**config.mk**
```make
export PLATFORM = sky130hd
export DESIGN_NAME = bia_interrupter
export DESIGN_NICKNAME = d
export VERILOG_FILES = /design/src/verilog/bia_pkg.sv /design/src/verilog/bia_fall_det.sv /design/src/verilog/bia_interrupter.sv
export SDC_FILE = /design/constraint.sdc
export NUM_CORES = 1
export LEC_CHECK = 0
export BUFFER_PORTS_ARGS = -buffer_cell sky130_fd_sc_hd__buf_2
export CORE_UTILIZATION = 25
export CTS_BUF_LIST = sky130_fd_sc_hd__clkbuf_8
export CTS_CLUSTER_SIZE = 25
export DETAILED_ROUTE_END_ITERATION = 10
export PLACE_DENSITY = 0.57
export SETUP_SLACK_MARGIN = 0.02
export SYNTH_ARGS = -nofsm -noshare
export SYNTH_HDL_FRONTEND = slang
export SYNTH_HIERARCHICAL = 1
export SYNTH_SLANG_ARGS = --single-unit
```
**constraint.sdc**
```tcl
create_clock -name i_core_clk -period 2 [get_ports i_core_clk]
set_clock_uncertainty 0.1 [all_clocks]
set_input_delay 0.2 -clock i_core_clk [delete_from_list [all_inputs] [get_ports i_core_clk]]
set_output_delay 0.2 -clock i_core_clk [all_outputs]
set_load 0.01 [all_outputs]
```
**src/verilog/bia_pkg.sv**
```systemverilog
// Shared types and constants for the interrupter block
package bia_pkg;

  // Backplane inputs seen by an interrupter, all active low except the address
  typedef struct packed {
    logic as_b;
    logic ds0_b;
    logic ds1_b;
    logic lword_b;
    logic iack_b;
    logic iackin_b;
    logic write_b;
    logic [2:0] addr;
  } bia_bus_s;

  // Status/Id width codes, ordered so a larger code is a wider transfer
  typedef logic [1:0] bia_width_t;
  localparam bia_width_t BIA_W8 = 2'h0;
  localparam bia_width_t BIA_W16 = 2'h1;
  localparam bia_width_t BIA_W32 = 2'h2;

  // Data lane masks per width
  localparam logic [31:0] BIA_MASK_W8 = 32'h000000FF;
  localparam logic [31:0] BIA_MASK_W16 = 32'h0000FFFF;
  localparam logic [31:0] BIA_MASK_W32 = 32'hFFFFFFFF;

  // Release styles
  localparam logic BIA_REL_ACK = 1'b0;
  localparam logic BIA_REL_REG = 1'b1;

  // Default request level
  localparam logic [2:0] BIA_LEVEL_DEF = 3'h1;

  // Release deadlines, rounded down to whole cycles of the 100 MHz clock
  localparam int BIA_CLK_MHZ = 100;
  localparam int BIA_ACK_REL_NS = 500;
  localparam int BIA_REG_REL_US = 2;
  localparam int BIA_ACK_REL_CYC = (BIA_ACK_REL_NS * BIA_CLK_MHZ) / 1000;
  localparam int BIA_REG_REL_CYC = BIA_REG_REL_US * BIA_CLK_MHZ;

endpackage

```
**src/verilog/bia_fall_det.sv**
```systemverilog
// Falling edge detector for an active-low synchronous input
`timescale 1ns/1ns
`default_nettype none

module bia_fall_det
  import bia_pkg::*;
(
  input wire logic i_core_clk,
  input wire logic i_rst_b,
  input wire logic i_sig_b,
  output logic o_fall
);

  logic prev_reg;

  always_ff @(posedge i_core_clk or negedge i_rst_b) begin
    if (!i_rst_b) begin
      prev_reg <= 1'b1;
    end else begin
      prev_reg <= i_sig_b;
    end
  end

  assign o_fall = prev_reg & ~i_sig_b;

endmodule

`default_nettype wire

```
**src/verilog/bia_interrupter.sv**
```systemverilog
// Interrupter: raises one request line and answers its acknowledge cycle
`timescale 1ns/1ns
`default_nettype none

module bia_interrupter
  import bia_pkg::*;
#(
  parameter logic [2:0] LEVEL = BIA_LEVEL_DEF,
  parameter bia_width_t SID_WIDTH = BIA_W8,
  parameter logic RELEASE = BIA_REL_ACK
)
(
  input wire logic i_core_clk,
  input wire logic i_rst_b,
  input wire bia_bus_s i_bus,
  input wire logic i_int_req,
  input wire logic [31:0] i_status_id,
  input wire logic i_reg_acc_done,
  output logic o_irq_b,
  output logic o_irq_oe_b,
  output logic o_dtack_b,
  output logic o_dtack_oe_b,
  output logic [31:0] o_data,
  output logic [31:0] o_data_oe_b,
  output logic o_iackout_b,
  output logic o_slave_ok,
  output logic o_pending
);

  localparam int ACK_MAX = BIA_ACK_REL_CYC;
  localparam int REG_MAX = BIA_REG_REL_CYC;

  typedef enum logic [2:0] {S_IDLE, S_DATA, S_ACK, S_HOLD, S_PASS} bia_state_e;

  bia_state_e state_reg;
  bia_state_e state_next;
  logic pending_reg;
  logic pending_next;
  logic reg_seen_reg;
  logic reg_seen_next;
  logic iackout_reg;
  logic dtack_on_reg;
  logic data_on_reg;
  logic [31:0] data_reg;
  logic [31:0] data_next;

  wire iackin_fall;
  wire ds0_fall;
  wire [31:0] lane_mask;
  wire both_ds_low;
  wire strobes_high;
  wire bia_width_t req_width;
  wire level_ok;
  wire width_ok;
  wire respond_ok;
  wire ack_end;
  wire ack_clr;
  wire reg_clr;

  bia_fall_det u_iackin_fall (
    .i_core_clk(i_core_clk),
    .i_rst_b(i_rst_b),
    .i_sig_b(i_bus.iackin_b),
    .o_fall(iackin_fall)
  );

  bia_fall_det u_ds0_fall (
    .i_core_clk(i_core_clk),
    .i_rst_b(i_rst_b),
    .i_sig_b(i_bus.ds0_b),
    .o_fall(ds0_fall)
  );

  assign lane_mask = (SID_WIDTH == BIA_W32) ? BIA_MASK_W32 :
                     (SID_WIDTH == BIA_W16) ? BIA_MASK_W16 : BIA_MASK_W8;

  assign both_ds_low = ~i_bus.ds0_b & ~i_bus.ds1_b;
  assign strobes_high = i_bus.ds0_b & i_bus.ds1_b;
  assign req_width = (both_ds_low & ~i_bus.lword_b) ? BIA_W32 :
                     both_ds_low ? BIA_W16 : BIA_W8;

  assign level_ok = (i_bus.addr == LEVEL);
  assign width_ok = (req_width >= SID_WIDTH);
  assign respond_ok = pending_reg & level_ok & width_ok & ~i_bus.iack_b;

  assign ack_end = (state_reg == S_ACK) & strobes_high;
  // release at end of own Status/Id read
  assign ack_clr = (RELEASE == BIA_REL_ACK) & ack_end;
  // release once strobe seen and access done
  assign reg_clr = (RELEASE == BIA_REL_REG) & i_reg_acc_done & reg_seen_reg;

  // new events set pending, set wins over clear
  assign pending_next = i_int_req | (pending_reg & ~(ack_clr | reg_clr));
  assign reg_seen_next = pending_next & (reg_seen_reg | (ds0_fall & i_bus.iack_b & pending_reg)) & ~reg_clr;
  assign data_next = (state_reg == S_IDLE) ? i_status_id : data_reg;

  always_comb begin
    state_next = state_reg;
    unique case (state_reg)
      S_IDLE: begin
        // pass the edge when not answering
        if (iackin_fall) begin
          state_next = respond_ok ? S_DATA : S_PASS;
        end
      end
      S_DATA: begin
        if (i_bus.iackin_b) begin
          state_next = S_IDLE;
        end else if (~i_bus.ds0_b) begin
          state_next = S_ACK;
        end
      end
      S_ACK: begin
        if (strobes_high) begin
          state_next = S_HOLD;
        end
      end
      S_HOLD: begin
        if (i_bus.iackin_b) begin
          state_next = S_IDLE;
        end
      end
      S_PASS: begin
        if (i_bus.iackin_b) begin
          state_next = S_IDLE;
        end
      end
    endcase
  end

  always_ff @(posedge i_core_clk or negedge i_rst_b) begin
    if (!i_rst_b) begin
      state_reg <= S_IDLE;
      pending_reg <= 1'b0;
      reg_seen_reg <= 1'b0;
      iackout_reg <= 1'b1;
      dtack_on_reg <= 1'b0;
      data_on_reg <= 1'b0;
      data_reg <= 32'h00000000;
    end else begin
      state_reg <= state_next;
      pending_reg <= pending_next;
      reg_seen_reg <= reg_seen_next;
      iackout_reg <= (state_next != S_PASS);
      // data first, DTACK once the strobe is low
      data_on_reg <= (state_next == S_DATA) | (state_next == S_ACK);
      dtack_on_reg <= (state_next == S_ACK);
      data_reg <= data_next;
    end
  end

  // one request line, driven low while pending
  assign o_irq_b = 1'b0;
  assign o_irq_oe_b = ~pending_reg;
  assign o_dtack_b = 1'b0;
  assign o_dtack_oe_b = ~dtack_on_reg;
  assign o_data = data_reg;
  // lanes outside own width stay undriven
  assign o_data_oe_b = data_on_reg ? ~lane_mask : 32'hFFFFFFFF;
  assign o_iackout_b = iackout_reg;
  // board slave gated by IACK high
  assign o_slave_ok = i_bus.iack_b;
  assign o_pending = pending_reg;
endmodule

`default_nettype wire

```
---- Word-level counts from Yosys, hierarchy flattened ----
Cells that the tools add are included.
storage, ports and cells
  flip-flop bits (word level) ............. 40
  output and inout bits ................... 71
  input port bits ......................... 46
  logic and storage cells ................. 47
cells by class
  equality and inequality tests ........... 8
  multiplexer cells ....................... 10
  reduce and logical (&&, ||, !) cells .... 2
  $lt $le $gt $ge ......................... 1
  bitwise operators ....................... 19
operators by type and width
  kind                                                  number
  two-way mux 3 bit                                     6
  case mux 3 bit (4 select lines)                       1
  AND 1 bit                                             9
  equality test 3 x 1 -> 1 bit (second input constant)  3
  equality test 3 x 2 -> 1 bit (second input constant)  3
  two-way mux 8 bit                                     1
  inverter 1 bit                                        8
  equality test 3 bit (second input constant)           1
  logical NOT 3 bit                                     1
  inequality test 3 bit (second input constant)         1
  >= comparator 2 x 1 -> 1 bit (second input constant)  1
  two-way mux 2 bit                                     1
  OR 1 bit                                              2
  OR reduction 2 bit                                    1
  two-way mux 1 bit                                     1

---- Depth between registers and ports, before layout ----
  depth after elaboration ................. 12
  gate-level depth with buffers ........... 6
  depth with buffers taken out ............ 6

---- By module ----
Netlist, hierarchy kept.
by module, submodules not included
  module           area an instance (um^2)  cells an instance  instances  sequential area each (um^2)
  bia_interrupter  1858.0                   146                1          977.2
  bia_fall_det     40.0                     2                  1          26.3

---- Least setup slack after synthesis ----
OpenSTA, ideal clock, no wires.
  kind .................................... register to register
  from .................................... register u_iackin_fall.prev_reg
  to ...................................... register iackout_reg, in the netlist o_iackout_b
  arrival time ............................ 1470 ps
  period minus slack after synthesis ...... 1658 ps
  buffers on the path ..................... 0
  required time ........................... 1812 ps
  slack ................................... 342 ps
  stages on the path, launching flop included .. 7
  cell sequence ........................... dfstp_2 nor2b_4 nand4bb_2 nor2_1 maj3_2 o21a_4 or3b_1
on the way
  word-level cells in the longest chain between the ends .. 4
RTL lines
  element                          RTL line                source
  start: declaration               bia_fall_det.sv:14      logic prev_reg;
  start signal: assignment         bia_fall_det.sv:20      prev_reg <= i_sig_b;
  AND 1 bit                        bia_fall_det.sv:24      assign o_fall = prev_reg & ~i_sig_b;
  net iackin_fall                  bia_interrupter.sv:47   wire iackin_fall;
  two-way mux 3 bit                bia_interrupter.sv:102  if (iackin_fall) begin
  case mux 3 bit (4 select lines)  bia_interrupter.sv:99   unique case (state_reg)
  net state_next[0]                bia_interrupter.sv:36   bia_state_e state_next;
  inequality test 3 bit            bia_interrupter.sv:144  iackout_reg <= (state_next != S_PASS);
  end signal: assignment           bia_interrupter.sv:144
  end: declaration                 bia_interrupter.sv:41   logic iackout_reg;
The timed path passes the listed nets, and every way through them passes these cells.
A chain may end at the register's enable or synchronous reset.

---- Worst setup path in the final report ----
  from .................................... input i_bus[4] (netlist name)
  to ...................................... register iackout_reg, in the netlist o_iackout_b
on the way
  word-level cells in the longest chain between the ends .. 5
  elaborated cells between the ends (all ways) .. 7
RTL lines
  element                          RTL line                source
  start: declaration               bia_interrupter.sv:15   input wire bia_bus_s i_bus,
  inverter 1 bit                   bia_fall_det.sv:24
  AND 1 bit                        bia_fall_det.sv:24
  net iackin_fall                  bia_interrupter.sv:47
  two-way mux 3 bit                bia_interrupter.sv:102
  case mux 3 bit (4 select lines)  bia_interrupter.sv:99
  net state_next[0]                bia_interrupter.sv:36
  inequality test 3 bit            bia_interrupter.sv:144
The timed path passes the listed nets, and every way through them passes these cells.

==> impl_metrics.ini <==
[logic_synthesis]
yosysWarnings = 6
synth_cells = 148
async_flop_share = 1.00
synth_cell_types = 30
syn-cell-area_mm2 = 0.00190
yosys.area.top_type = dfrtp_1
synth_edf_count = 0
synth-main-ff-cell = dfrtp_1
ys_ff_latch = 40
yosysMostFrequentCell = dfrtp_1
syn_area_per_cell_um2 = 12.8
synth_area_leaders = dfrtp_1, mux2_2, buf_4
ys_seq_area_frac = 0.529
yosysTopAreaCellShare = 0.501
synthTopCellsByCount = dfrtp_1, buf_4, mux2_2, nor2_1

[clock_network]
cts.htree.levels = 2
cts_buffer_depth = 2
numCtsBuffers = 5
cts_root_buf = clkbuf_8
post_cts_buffers = 0
clk_pin_slew_ps = 80
cts.sinks = 40
clkLatencyLatePin_ps = 280
cts_tree = done

[placement]
gp_congestion = 0.715
port_buffers = 86
placed_cells_incl_taps = 320
dp.final_hpwl_um = 2490

[setup_path]
startpoint_type = input pin
reg2reg_to = data_on_reg
r2r_slack_ps = 230
arrival_ps = 2030
criticalPathCategory = input pin to flop
cp_max_fo = 5
cp.required_ps = 2110
cp-end-kind = flop
reg2reg_from = u_iackin_fall/prev_reg
worstRegToRegCells = 6
setup.worst_path.start = i_bus[4]
critPathCapture = o_iackout_b

[routing]
highest_layer = met4
vias = 1262
final_antenna_net_count = 0
dr.pass1.iters = 4
wl_per_cell_um = 10.5
drcViolationCount = 0
wl_met3_um = 227
dr.first_iter.drc_count = 32
routed_wl_um = 3470
m1WireLength_um = 1490
dr_wl_met2_um = 1740
viasPerCell = 3.81

[global_routing]
grt_antenna_before_repair = 0
grt_start_max_net_pins = 41
grt_pass1_wl_um = 5170
overflow = 0
grt_pass1_vias = 1090
grt_util_all_layers = 0.0868

[outcome]
status = finished, final reports clean

[timing]
finalCritPeriodShare = 0.965
period_minus_slack_ps = 1930
final-hold-violation-count = 0
setup-violations-final = 0
rsz0062_at_grt = false
setup_tns_ps = 0
fmax_ghz = 0.518
slew_violations = 0
tightestPinTransition_ps = 517
relSlewSlack = 0.656

[power]
combPwrFrac = 0.438
vdd_drop_max_uv = 626
p_leak_uw = 0.00118
seqPwrFrac = 0.374
p_int_uw = 2540
power_uw = 3810
swShare = 0.333
p_clk_frac = 0.188
pwr_density_cell_mw_per_mm2 = 1570
p_sw_uw = 1270

[finish]
diodes = 0
finalNonFillerCells = 331
drive_gt1_frac = 0.599
nets = 277
areaGrowthSynthToFinish_pct = 28.3
largest_register_ffs = 32

[die]
die_h_um = 89.1
core_mm2 = 0.00729
io_pins = 117
num_rows = 31
start_util = 0.260
die_x_um = 89.1
die_area_mm2 = 0.00795

[flow_run]
cap_violations = 0

[hold_path]
hp-class = input pin to flop
-- layout make-up --
type / count / area, um^2
clock buffers: 7 / 96.3
clock inverters: 1 / 30.0
fillers: 772 / 4860
inverters: 4 / 15.0
multi-input cells: 88 / 681
flip-flops and latches: 40 / 1000
well taps: 99 / 124
repair buffers: 92 / 485
-- per-stage QoR --
stage / cell area, um^2 / util / hold WS [ps] / setup slack, ps
floorplan: 1990 / - / -196 / 342
global placement: 2270 / 0.311 / 204 / 247
detailed placement: 2270 / 0.311 / 203 / 223
CTS: 2420 / 0.333 / 25.3 / 70.5
global route: 2430 / 0.334 / 23.4 / 26.1
finish: 2430 / 0.334 / 40.2 / 70.8
-- layer usage --
| layer | vias to the layer above | track usage |
|---|---|---|
| met2 | 63 | 0.141 |
| met5 | - | 0 |
| met4 | 0 | 0.0346 |
| met1 | 598 | 0.108 |
| li1 | 597 | - |
| met3 | 4 | 0.0268 |
-- layout by cell type (no fill, tap or decap), types with 2 or more instances in the layout --
| cell type | instances |
|---|---|
| a21oi_1 | 2 |
| buf_2 | 85 |
| buf_4 | 3 |
| clkbuf_8 | 7 |
| conb_1 | 26 |
| dfrtp_1 | 38 |
| dfstp_2 | 2 |
| dlygate4sd3_1 | 3 |
| inv_1 | 4 |
| mux2_2 | 32 |
| nand2_1 | 4 |
| nor2_1 | 4 |
-- kinds of logic after synthesis --
logic type	Yosys count	synth area share
mux	33	0.195
simple gates	20	0.0699
buf+inv	44	0.164
compound gates	8	0.0323
flops	40	0.529
other cells	2	0.00396
fa+ha+maj	1	0.00593
-- worst min-delay path by stage --
stage / slack, ps / cells after the start / endpoint / startpoint
final: 40 / 2 / o_data[28] / i_status_id[28]
after global routing: 20 / 2 / o_data[14] / i_status_id[14]
after CTS: 30 / 2 / o_data[3] / i_status_id[3]
after detailed placement: 200 / 2 / o_data[23] / i_rst_b
after global placement: 200 / 2 / o_data[23] / i_rst_b
after floorplan: -200 / 0 / data_on_reg / i_rst_b
-- critical path: stages --
cell and delay, ps:
dlygate4sd3_1 520, clkbuf_4 180, nor2b_4 60, nand4bb_2 110, nor2_2 60, maj3_2 310, o21a_4 210, or3b_1 370
-- power groups by stage --
stage	Combinational, uW	Clock, uW	Sequential, uW
after floorplan	1130	0	1550
after global placement	1680	0	1430
after detailed placement	1700	0	1430
after CTS	1700	753	1430
after global routing	1840	773	1480
final	1670	716	1430
-- timing repair --
item | in CTS | in global routing
hold buffers | 3 | 0
resized for setup | 0 | 3
hold endpoints to repair | 40 | 0
endpoints found under the setup margin | 0 | 2
No activity file was read; power rests on OpenSTA's default activity.
